**src/logic/cirl_map.vh**
```
// register map and timing constants of the interrupt request logic
// assumes inclusion by bare name from the design file
`ifndef CIRL_MAP_VH
`define CIRL_MAP_VH

// word addresses (byte address = 4 x index)
`define CIRL_ADR_CTRL 4'h0
`define CIRL_ADR_PFLAG 4'h1
`define CIRL_ADR_PEN 4'h2
`define CIRL_ADR_EVT 4'h3
`define CIRL_ADR_EMASK 4'h4
`define CIRL_ADR_CORE 4'h5

// control register bit positions; CIRL_B_CMP is bit 0 of the comparator flag and enable registers
`define CIRL_B_GIE 7
`define CIRL_B_TIE 5
`define CIRL_B_EIE 4
`define CIRL_B_PCIE 3
`define CIRL_B_TIF 2
`define CIRL_B_EIF 1
`define CIRL_B_PCIF 0
`define CIRL_B_CMP 0

// reset values
`define CIRL_CTRL_RST 8'h00
`define CIRL_BYTE_RST 8'h00

// vector loaded into the program counter on acceptance
`define CIRL_VECTOR 13'h0004
// latency count before take; vec_take comes five cycles after the event edge, four after the request
`define CIRL_LAT_MIN 2'h3
`define CIRL_LAT_ONE 2'h1

`endif

```
**src/logic/cirl_irq_logic.v**
```verilog
// interrupt request logic: four sources, flags, enables, global enable, vectoring
// assumes one instruction cycle per sys_clk edge and a core sequencer that honours vec_take
//
// Contract
// - exactly four sources: pin, timer, port, comparator
// - control register holds flags, enables, global enable
// - global enable at bit 7 gates the core request, not the irq_o summary
// - each source masked by its own enable
// - reset clears the global enable
// - return instruction sets the global enable
// - pin, port, timer flags in control register
// - comparator flag and enable in own registers
// - acceptance clears enable, pushes, loads vector 0004h
// - pin and port events reach vector in 3-4 cycles; here vec_take follows the event edge by five cycles
// - latency independent of instruction length
// - flags set regardless of any enable
// - cycle after global clear is a no-op, no take
// - suppressed requests stay pending until re-enabled
//
// Our own choices: the placing of the registers and register access over Wishbone.
`timescale 1ns/100ps
`include "cirl_map.vh"

module cirl_irq_logic #(
  parameter PORT_W = 4,
  parameter PC_W = 13
) (
  // clock and reset
  input wire sys_clk,
  input wire reset_n,
  // wishbone slave
  input wire wb_cyc_i,
  input wire wb_stb_i,
  input wire wb_we_i,
  input wire [3:0] wb_adr_i,
  input wire [3:0] wb_sel_i,
  input wire [31:0] wb_dat_i,
  output reg [31:0] wb_dat_o,
  output wire wb_ack_o,
  output wire wb_err_o,
  // source events, synchronous to sys_clk
  input wire external_edge_irq_pin,
  input wire timer_zero_ovf,
  input wire [PORT_W-1:0] upper_port_change_pins,
  input wire comparator_evt,
  // core sequencer
  input wire return_from_irq_instr,
  input wire gie_clear_instr,
  input wire [PC_W-1:0] core_pc,
  output wire core_irq_req,
  output reg vec_take,
  output reg [PC_W-1:0] vec_addr,
  output reg push_stack,
  output reg [PC_W-1:0] push_addr,
  output reg core_nop,
  // summary interrupt
  output wire irq_o
);

  reg [7:0] irq_control_reg_q;
  reg [7:0] peripheral_flag_reg_q;
  reg [7:0] peripheral_enable_reg_q;
  reg [7:0] evt_status_q;
  reg [7:0] evt_mask_q;
  reg ack_q;
  reg pin_q;
  reg [PORT_W-1:0] port_q;
  reg [1:0] lat_q;
  reg nop_q;

  wire wr;
  wire rd_ok;
  wire hit;
  wire pin_evt;
  wire port_evt;
  wire [3:0] pend;
  wire want;
  wire take;
  wire [7:0] ctrl_set;
  wire [7:0] wb_byte;

  // one-cycle answer; ack drops the cycle after it was given
  assign hit = (wb_adr_i <= `CIRL_ADR_CORE);
  assign wr = wb_cyc_i && wb_stb_i && wb_we_i && hit && wb_sel_i[0] && !ack_q;
  assign rd_ok = wb_cyc_i && wb_stb_i && !ack_q;
  assign wb_ack_o = ack_q && hit;
  assign wb_err_o = ack_q && !hit;
  assign wb_byte = wb_dat_i[7:0];

  always @(posedge sys_clk or negedge reset_n) begin
    if (!reset_n) begin
      ack_q <= 1'b0;
    end else begin
      ack_q <= rd_ok;
    end
  end

  always @(posedge sys_clk or negedge reset_n) begin
    if (!reset_n) begin
      wb_dat_o <= 32'h0000_0000;
    end else if (wb_adr_i == `CIRL_ADR_CTRL) begin
      wb_dat_o <= {24'h00_0000, irq_control_reg_q};
    end else if (wb_adr_i == `CIRL_ADR_PFLAG) begin
      wb_dat_o <= {24'h00_0000, peripheral_flag_reg_q};
    end else if (wb_adr_i == `CIRL_ADR_PEN) begin
      wb_dat_o <= {24'h00_0000, peripheral_enable_reg_q};
    end else if (wb_adr_i == `CIRL_ADR_EVT) begin
      wb_dat_o <= {24'h00_0000, evt_status_q};
    end else if (wb_adr_i == `CIRL_ADR_EMASK) begin
      wb_dat_o <= {24'h00_0000, evt_mask_q};
    end else if (wb_adr_i == `CIRL_ADR_CORE) begin
      wb_dat_o <= {30'h0000_0000, core_nop, core_irq_req};
    end else begin
      wb_dat_o <= 32'h0000_0000;
    end
  end

  // edge detectors; the pin interrupt takes the rising edge
  always @(posedge sys_clk or negedge reset_n) begin
    if (!reset_n) begin
      pin_q <= 1'b0;
      port_q <= {PORT_W{1'b0}};
    end else begin
      pin_q <= external_edge_irq_pin;
      port_q <= upper_port_change_pins;
    end
  end

  assign pin_evt = external_edge_irq_pin && !pin_q;
  assign port_evt = |(upper_port_change_pins ^ port_q);

  // hardware sets win over software clears in the same cycle
  assign ctrl_set = {5'b00000, timer_zero_ovf, pin_evt, port_evt};

  assign pend[0] = irq_control_reg_q[`CIRL_B_PCIF] && irq_control_reg_q[`CIRL_B_PCIE];
  assign pend[1] = irq_control_reg_q[`CIRL_B_EIF] && irq_control_reg_q[`CIRL_B_EIE];
  assign pend[2] = irq_control_reg_q[`CIRL_B_TIF] && irq_control_reg_q[`CIRL_B_TIE];
  assign pend[3] = peripheral_flag_reg_q[`CIRL_B_CMP] && peripheral_enable_reg_q[`CIRL_B_CMP];
  assign want = irq_control_reg_q[`CIRL_B_GIE] && (|pend);
  assign core_irq_req = want;

  // pending requests stay in the flags while the global enable is low, so
  // nothing is lost when the enable returns; the cycle after a global clear
  // is blanked so an in-flight request cannot slip past it
  assign take = want && (lat_q == `CIRL_LAT_MIN) && !nop_q && !gie_clear_instr && !vec_take;

  // latency counts instruction cycles only, never instruction length
  always @(posedge sys_clk or negedge reset_n) begin
    if (!reset_n) begin
      lat_q <= 2'h0;
    end else if (!want || vec_take) begin
      lat_q <= 2'h0;
    end else if (lat_q != `CIRL_LAT_MIN) begin
      lat_q <= lat_q + `CIRL_LAT_ONE;
    end
  end

  always @(posedge sys_clk or negedge reset_n) begin
    if (!reset_n) begin
      nop_q <= 1'b0;
      core_nop <= 1'b0;
    end else begin
      nop_q <= gie_clear_instr;
      core_nop <= gie_clear_instr;
    end
  end

  always @(posedge sys_clk or negedge reset_n) begin
    if (!reset_n) begin
      vec_take <= 1'b0;
      vec_addr <= {PC_W{1'b0}};
      push_stack <= 1'b0;
      push_addr <= {PC_W{1'b0}};
    end else begin
      vec_take <= take;
      push_stack <= take;
      if (take) begin
        vec_addr <= `CIRL_VECTOR;
        push_addr <= core_pc;
      end
    end
  end

  always @(posedge sys_clk or negedge reset_n) begin
    if (!reset_n) begin
      irq_control_reg_q <= `CIRL_CTRL_RST;
    end else begin
      if (wr && wb_adr_i == `CIRL_ADR_CTRL) begin
        irq_control_reg_q <= wb_byte | ctrl_set;
      end else begin
        irq_control_reg_q <= irq_control_reg_q | ctrl_set;
      end
      if (take || gie_clear_instr) begin
        irq_control_reg_q[`CIRL_B_GIE] <= 1'b0;
      end else if (return_from_irq_instr) begin
        irq_control_reg_q[`CIRL_B_GIE] <= 1'b1;
      end
    end
  end

  always @(posedge sys_clk or negedge reset_n) begin
    if (!reset_n) begin
      peripheral_flag_reg_q <= `CIRL_BYTE_RST;
      peripheral_enable_reg_q <= `CIRL_BYTE_RST;
    end else begin
      if (wr && wb_adr_i == `CIRL_ADR_PFLAG) begin
        peripheral_flag_reg_q <= (wb_byte & 8'h01) | {7'h00, comparator_evt};
      end else begin
        peripheral_flag_reg_q <= peripheral_flag_reg_q | {7'h00, comparator_evt};
      end
      if (wr && wb_adr_i == `CIRL_ADR_PEN) begin
        peripheral_enable_reg_q <= wb_byte & 8'h01;
      end
    end
  end

  // summary status: bit0 port, bit1 pin, bit2 timer, bit3 comparator, bit4 vector taken
  always @(posedge sys_clk or negedge reset_n) begin
    if (!reset_n) begin
      evt_status_q <= `CIRL_BYTE_RST;
      evt_mask_q <= `CIRL_BYTE_RST;
    end else begin
      if (wr && wb_adr_i == `CIRL_ADR_EVT) begin
        evt_status_q <= (evt_status_q & ~wb_byte) | {3'b000, take, comparator_evt, ctrl_set[2:0]};
      end else begin
        evt_status_q <= evt_status_q | {3'b000, take, comparator_evt, ctrl_set[2:0]};
      end
      if (wr && wb_adr_i == `CIRL_ADR_EMASK) begin
        evt_mask_q <= wb_byte & 8'h1F;
      end
    end
  end

  assign irq_o = |(evt_status_q & evt_mask_q);

endmodule // cirl_irq_logic

```
**config.mk**
```make
export PLATFORM = sky130hd
export DESIGN_NAME = cirl_irq_logic
export DESIGN_NICKNAME = d
export VERILOG_FILES = /design/src/logic/cirl_irq_logic.v
export VERILOG_INCLUDE_DIRS = /design/src /design/src/logic
export SDC_FILE = /design/constraint.sdc
export NUM_CORES = 1
export LEC_CHECK = 0
export ABC_AREA = 1
export BUFFER_PORTS_ARGS = -buffer_cell sky130_fd_sc_hd__clkbuf_2
export CORE_UTILIZATION = 35
export DETAILED_ROUTE_END_ITERATION = 7
export HOLD_SLACK_MARGIN = 0.12
export PLACE_DENSITY_LB_ADDON = 0.05
export RECOVER_POWER = 100
export SYNTH_ARGS = -nofsm -noshare
export SYNTH_HDL_FRONTEND = slang
export SYNTH_SLANG_ARGS = --single-unit
```
**constraint.sdc**
```tcl
create_clock -name sys_clk -period 1.3 [get_ports sys_clk]
set_input_delay 0.26 -clock sys_clk [delete_from_list [all_inputs] [get_ports sys_clk]]
set_output_delay 0.26 -clock sys_clk [all_outputs]
set_load 0.02 [all_outputs]
```
; ---- After elaboration in Yosys (flattened, before gate mapping)
; Cells that the tools add are included.
[totals]
ff_bits = 86
input_bits = 67
output_inout_bits = 65
wordCells = 83
[classes]
addsub = 1
magnitude_cmp = 1
n_eq_ne = 7
mux = 13
n_bitwise = 10
reduce_logical = 37
[ops]
columns = op, count
row1 = $mux 32, 3
row2 = $mux 8, 4
row3 = $logic_and 1x1->1, 23
row4 = $or 8x3->8, 2
row5 = $or 8x5->8, 2
row6 = $and 8x5->8, 1
row7 = $and 8x8->8, 1
row8 = $eq 4x2->1 const B, 2
row9 = $eq 4x3->1 const B, 2
row10 = $not 8->8, 1
row11 = $or 8x1->8, 1
row12 = $reduce_or 4->1, 2
row13 = $reduce_or 8->1, 1
row14 = $logic_not 1->1, 7
row15 = $mux 2, 3
row16 = $mux 5, 1
row17 = $eq 4x1->1 const B, 1
row18 = $le 4x3->1 const B, 1
row19 = $logic_not 4->1, 1
row20 = $xor 4x4->4, 1
row21 = $add 2x1->2 const B, 1
row22 = $eq 2x2->1 const B, 1
row23 = $logic_or 1x1->1, 2
row24 = $mux 1, 2
row25 = 3 further kinds, 3

; ---- Depth between registers and ports, before layout
[logic_depth]
ltp_word = 9
depth_mapped = 9
depth_no_buf = 8

; ---- Worst setup path before layout
; Ideal clock, no wire load.
[synth_timing]
path_type = reg-to-reg
start = register lat_q[0]
end = register push_addr[1]
setup_time_ns = 0.116
arrival_time_ns = 1.266
required_ns = 1.184
slack_ns = -0.083
stages_incl_launch_ff = 8
n_path_buf = 1
synth_period_minus_slack_ns = 1.383
cell_sequence = dfrtp_1 > ha_1 > inv_1 > nor3_1 > nand3_4 > buf_2 > nand2_1 > nand2_1
[synth_between]
elab_chain_len = 5
[synth_lines]
columns = element, line_no
row1 = from (decl), cirl_irq_logic.v:68  ; reg [1:0] lat_q;
row2 = from (signal assigned), cirl_irq_logic.v:154  ; lat_q <= lat_q + `CIRL_LAT_ONE;
row3 = $eq 2x2->1 (no line), n/a
row4 = $logic_and 1x1->1 (4 in a row), cirl_irq_logic.v:145  ; assign take = want && (lat_q == `CIRL_LAT_MIN) && !nop_q && !gie_clear_instr && !vec_take;
row5 = to (signal assigned), cirl_irq_logic.v:173  ; push_addr <= {PC_W{1'b0}};
row6 = to (signal assigned), cirl_irq_logic.v:179  ; push_addr <= core_pc;
row7 = to (decl), cirl_irq_logic.v:54  ; output reg [PC_W-1:0] push_addr,
; Every way passes these cells.
; A chain may end at the register's enable or synchronous reset.

; ---- Final worst setup path
[layout_timing]
start = register evt_status_q[3]
end = output port irq_o
[layout_between]
elab_chain_len = 2
[layout_lines]
columns = element, line_no
row1 = from (decl), cirl_irq_logic.v:63  ; reg [7:0] evt_status_q;
row2 = from (signal assigned), cirl_irq_logic.v:220  ; evt_status_q <= `CIRL_BYTE_RST;
row3 = from (signal assigned), cirl_irq_logic.v:224  ; evt_status_q <= (evt_status_q & ~wb_byte) | {3'b000, take, comparator_evt, ctrl_set[2:0]};
row4 = from (signal assigned), cirl_irq_logic.v:226  ; evt_status_q <= evt_status_q | {3'b000, take, comparator_evt, ctrl_set[2:0]};
row5 = $and 8x5->8, cirl_irq_logic.v:234  ; assign irq_o = |(evt_status_q & evt_mask_q);
row6 = $reduce_or 8->1, cirl_irq_logic.v:234
row7 = to (decl), cirl_irq_logic.v:57  ; output wire irq_o
; Every way passes these cells.

==> load_flow_metrics.sql <==
INSERT INTO impl_metrics (metric_group, metric, value, unit) VALUES
('clock_network', 'cts_made_buffers', '5', ''),
('clock_network', 'clk_latency', '0.31', 'ns'),
('cells_and_area', 'finalNetCount', '492', ''),
('setup_path', 'crit_start', 'evt_status_q[3]', ''),
('min_path', 'hold_depth', '3', ''),
('routing', 'drtPass1Iterations', '4', ''),
('setup_path', 'timing.critical_path.to_type', 'primary output', ''),
('setup_path', 'rr_startpoint', 'irq_control_reg_q[0]', ''),
('timing', 'clock-skew-final', '0.0126', 'ns'),
('die', 'die_x', '90.1', 'µm'),
('min_path', 'hold_path.class', 'in -> reg', ''),
('routing', 'route.detailed.vias_per_inst', '4.19', ''),
('routing', 'drc', '0', ''),
('logic_synthesis', 'ys_warns', '0', ''),
('timing', 'timing.final.hold_violations', '0', ''),
('timing', 'post-route-worst-setup-slack', '-0.218', 'ns'),
('timing', 'setup_viols_final', '36', ''),
('global_route', 'grt_remaining_overflow', '0', ''),
('setup_path', 'crit-reg2reg-capture', 'push_addr[11]', ''),
('logic_synthesis', 'synth.yosys.seq_area_share', '50.7', '%'),
('run_status', 'violations', 'setup timing', ''),
('setup_path', 'critical_path.startpoint_type', 'flop', ''),
('die', 'initial_core_util', '36.8', '%'),
('global_route', 'global_route.peak_usage_layer', 'met2', ''),
('cells_and_area', 'final_common_cell', 'sky130_fd_sc_hd__nand2_1', ''),
('placed_design', 'dp_hpwl', '4.20', 'mm'),
('logic_synthesis', 'ys_top_cells_by_area', 'sky130_fd_sc_hd__dfrtp_1, sky130_fd_sc_hd__nand2_1, sky130_fd_sc_hd__buf_4', ''),
('logic_synthesis', 'avgSynthCellArea', '9.11', 'µm²'),
('die', 'number_of_i_o_pins', '132', ''),
('setup_path', 'critPathSlowestCell', 'sky130_fd_sc_hd__dfrtp_1', ''),
('setup_path', 'worst_path_largest_cell_delay', '0.40', 'ns'),
('power_and_ir_drop', 'peakVddDrop', '0.000515', 'V'),
('cells_and_area', 'antennaDiodeCount', '0', ''),
('clock_network', 'cts_htree_levels', '2', ''),
('global_route', 'grt_first_pass_wirelength', '9.50', 'mm'),
('cells_and_area', 'final_cell_mix', 'sky130_fd_sc_hd__nand2_1, sky130_fd_sc_hd__dfrtp_1, sky130_fd_sc_hd__conb_1', ''),
('placed_design', 'placement.setup.worst_slack', '-0.0521', 'ns'),
('routing', 'detail_route.wl_per_cell', '11.2', 'µm'),
('timing', 'clock_period_minus_worst_slack', '1.52', 'ns'),
('power_and_ir_drop', 'total_leakage_power', '1.96', 'nW'),
('setup_path', 'cp_most_frequent_cell', 'sky130_fd_sc_hd__nand2_1', ''),
('routing', 'antenna_left', '0', ''),
('clock_network', 'tritoncts_num_sinks', '55', ''),
('die', 'die-area', '8110', 'µm²'),
('logic_synthesis', 'post_synthesis_instance_area', '2710', 'µm²'),
('setup_path', 'cp_cell_sequence', 'nand2_1 > nand2_1 > a21oi_2 > o221ai_2 > clkbuf_8', ''),
('setup_path', 'critical_path_class', 'reg -> out', ''),
('routing', 'vias', '2195', ''),
('run_status', 'outcome', 'complete, but fails checks', ''),
('clock_network', 'max-clock-path-buffers', '2', ''),
('logic_synthesis', 'ys_types', '34', ''),
('placed_design', 'place_area', '3280', 'µm²'),
('global_route', 'grt_usage', '15.0', '%'),
('setup_path', 'critPathArrivalTime', '1.26', 'ns'),
('logic_synthesis', 'synth_top_area_share', '50.7', '%'),
('logic_synthesis', 'synth_largest_area_cell', 'sky130_fd_sc_hd__dfrtp_1', ''),
('clock_network', 'worst_setup_hold_path_clk_slew', '0.10', 'ns'),
('cells_and_area', 'drive_above_1_share', '32.9', '%'),
('timing', 'max_slew.worst_pin.slew', '0.707', 'ns'),
('cells_and_area', 'finalInstanceArea', '3710', 'µm²'),
('global_route', 'first_global_vias', '1982', ''),
('timing', 'achievable-frequency', '659', 'MHz'),
('placed_design', 'port_buffers', '68', ''),
('cells_and_area', 'filler_cell_count', '766', ''),
('logic_synthesis', 'synthCells', '298', ''),
('cells_and_area', 'finalNonFillerCells', '524', ''),
('timing', 'grt_setup_unrepaired', 'yes', ''),
('global_route', 'grtUsageMet3', '3.55', '%'),
('setup_path', 'depth_of_the_worst_register_to_register_path', '10', ''),
('global_route', 'grt_max_degree', '56', ''),
('cells_and_area', 'area_delta_synth_final', '36.7', '%');
[timing repair]
action                                 CTS  global route
setup buffers                           10             4
pin swaps                               11            10
resized for setup                       36            34
endpoints found under the hold margin   61             1
hold buffers                             7             1
cloned                                   0             1
setup endpoints to repair               28            42
[report_power, final]
group / total [W] / internal (W) / switching, W
clock: 0.000944 / 0.000378 / 0.000565
combinational: 0.000635 / 0.000229 / 0.000406
sequential: 0.00184 / 0.00180 / 0.0000412
total: 0.00342 / 0.00241 / 0.00101
[worst max-delay path by stage]
stage,endpoint,cells past startpoint
after floorplan,push_addr[1],8
after global routing,core_irq_req,6
final,irq_o,5
after detailed placement,evt_status_q[0],7
after CTS,core_irq_req,6
after global placement,evt_status_q[0],8
[cell usage after synthesis]
cell	instances
sky130_fd_sc_hd__nor2_2	2
sky130_fd_sc_hd__a21oi_1	7
sky130_fd_sc_hd__buf_6	1
sky130_fd_sc_hd__o211ai_1	2
sky130_fd_sc_hd__nand2_2	2
sky130_fd_sc_hd__nor2_4	3
sky130_fd_sc_hd__o21ai_2	4
sky130_fd_sc_hd__ha_1	1
sky130_fd_sc_hd__o21ai_1	1
sky130_fd_sc_hd__buf_2	1
sky130_fd_sc_hd__nand2_4	2
sky130_fd_sc_hd__a21oi_4	2
sky130_fd_sc_hd__buf_4	37
sky130_fd_sc_hd__xor2_1	3
sky130_fd_sc_hd__o221ai_1	3
sky130_fd_sc_hd__o21ai_0	10
sky130_fd_sc_hd__nor2_1	7
sky130_fd_sc_hd__dfrtp_1	55
sky130_fd_sc_hd__o2111ai_1	1
sky130_fd_sc_hd__nand3_1	7
sky130_fd_sc_hd__o22ai_1	3
sky130_fd_sc_hd__inv_1	34
sky130_fd_sc_hd__conb_1	1
sky130_fd_sc_hd__inv_2	1
sky130_fd_sc_hd__o31ai_1	1
sky130_fd_sc_hd__or2_2	1
sky130_fd_sc_hd__nand3_4	3
sky130_fd_sc_hd__nand2_1	91
sky130_fd_sc_hd__inv_4	3
sky130_fd_sc_hd__nor2_8	1
sky130_fd_sc_hd__o21a_1	1
sky130_fd_sc_hd__nand4_1	3
sky130_fd_sc_hd__xnor2_1	2
sky130_fd_sc_hd__nor3_1	2
[logic make-up after synthesis]
kind of cell,after synthesis,synth area share (%)
buffers and inverters,77,16.4
AND/OR/NAND/NOR,124,21.8
adder cells (fa/ha/maj),1,0.461
XOR/XNOR,5,1.61
other,1,0.138
AO/OA/AOI/OAI,35,8.90
flip-flops,55,50.7
[sequential cells by signal, summed over array words and instances, names as in the netlist]
name                     flops
push_addr                   13
evt_status_q                 8
irq_control_reg_q            8
wb_dat_o                     8
evt_mask_q                   5
port_q                       4
lat_q                        2
ack_q                        1
nop_q                        1
peripheral_enable_reg_q      1
peripheral_flag_reg_q        1
pin_q                        1
push_stack                   1
vec_addr                     1
[metal layers]
layer  vias to the layer above  share of wire (%)
met3                         6                4.4
met2                        65                 44
met4                         0                1.1
li1                       1120                  -
met5                         -                  0
met1                      1004                 50
[worst max-delay path: cells and delay by family (launching register included)]
kind | cells | cell delay, ns
AO/OA/AOI/OAI | 2 | 0.24
buffers and inverters | 1 | 0.16
AND/OR/NAND/NOR | 2 | 0.14
flip-flops | 1 | 0.40
[per-stage QoR]
stage                     total power [W]  hold WS [ns]
final                             0.00342         0.137
after global routing              0.00358         0.131
after CTS                         0.00344         0.123
after detailed placement          0.00245         0.288
after global placement            0.00244         0.289
after floorplan                   0.00227       -0.0356
[area by class of cell]
class	instances	area [µm²]	area share [%]
multi-input cells	202	1140	30.7
inverters	38	160	4.32
clock buffers	6	72.6	1.96
clock inverters	2	12.5	0.337
repair buffers	122	823	22.2
well taps	99	124	3.34
flip-flops and latches	55	1380	37.1
No activity file was read; power rests on OpenSTA's default activity.
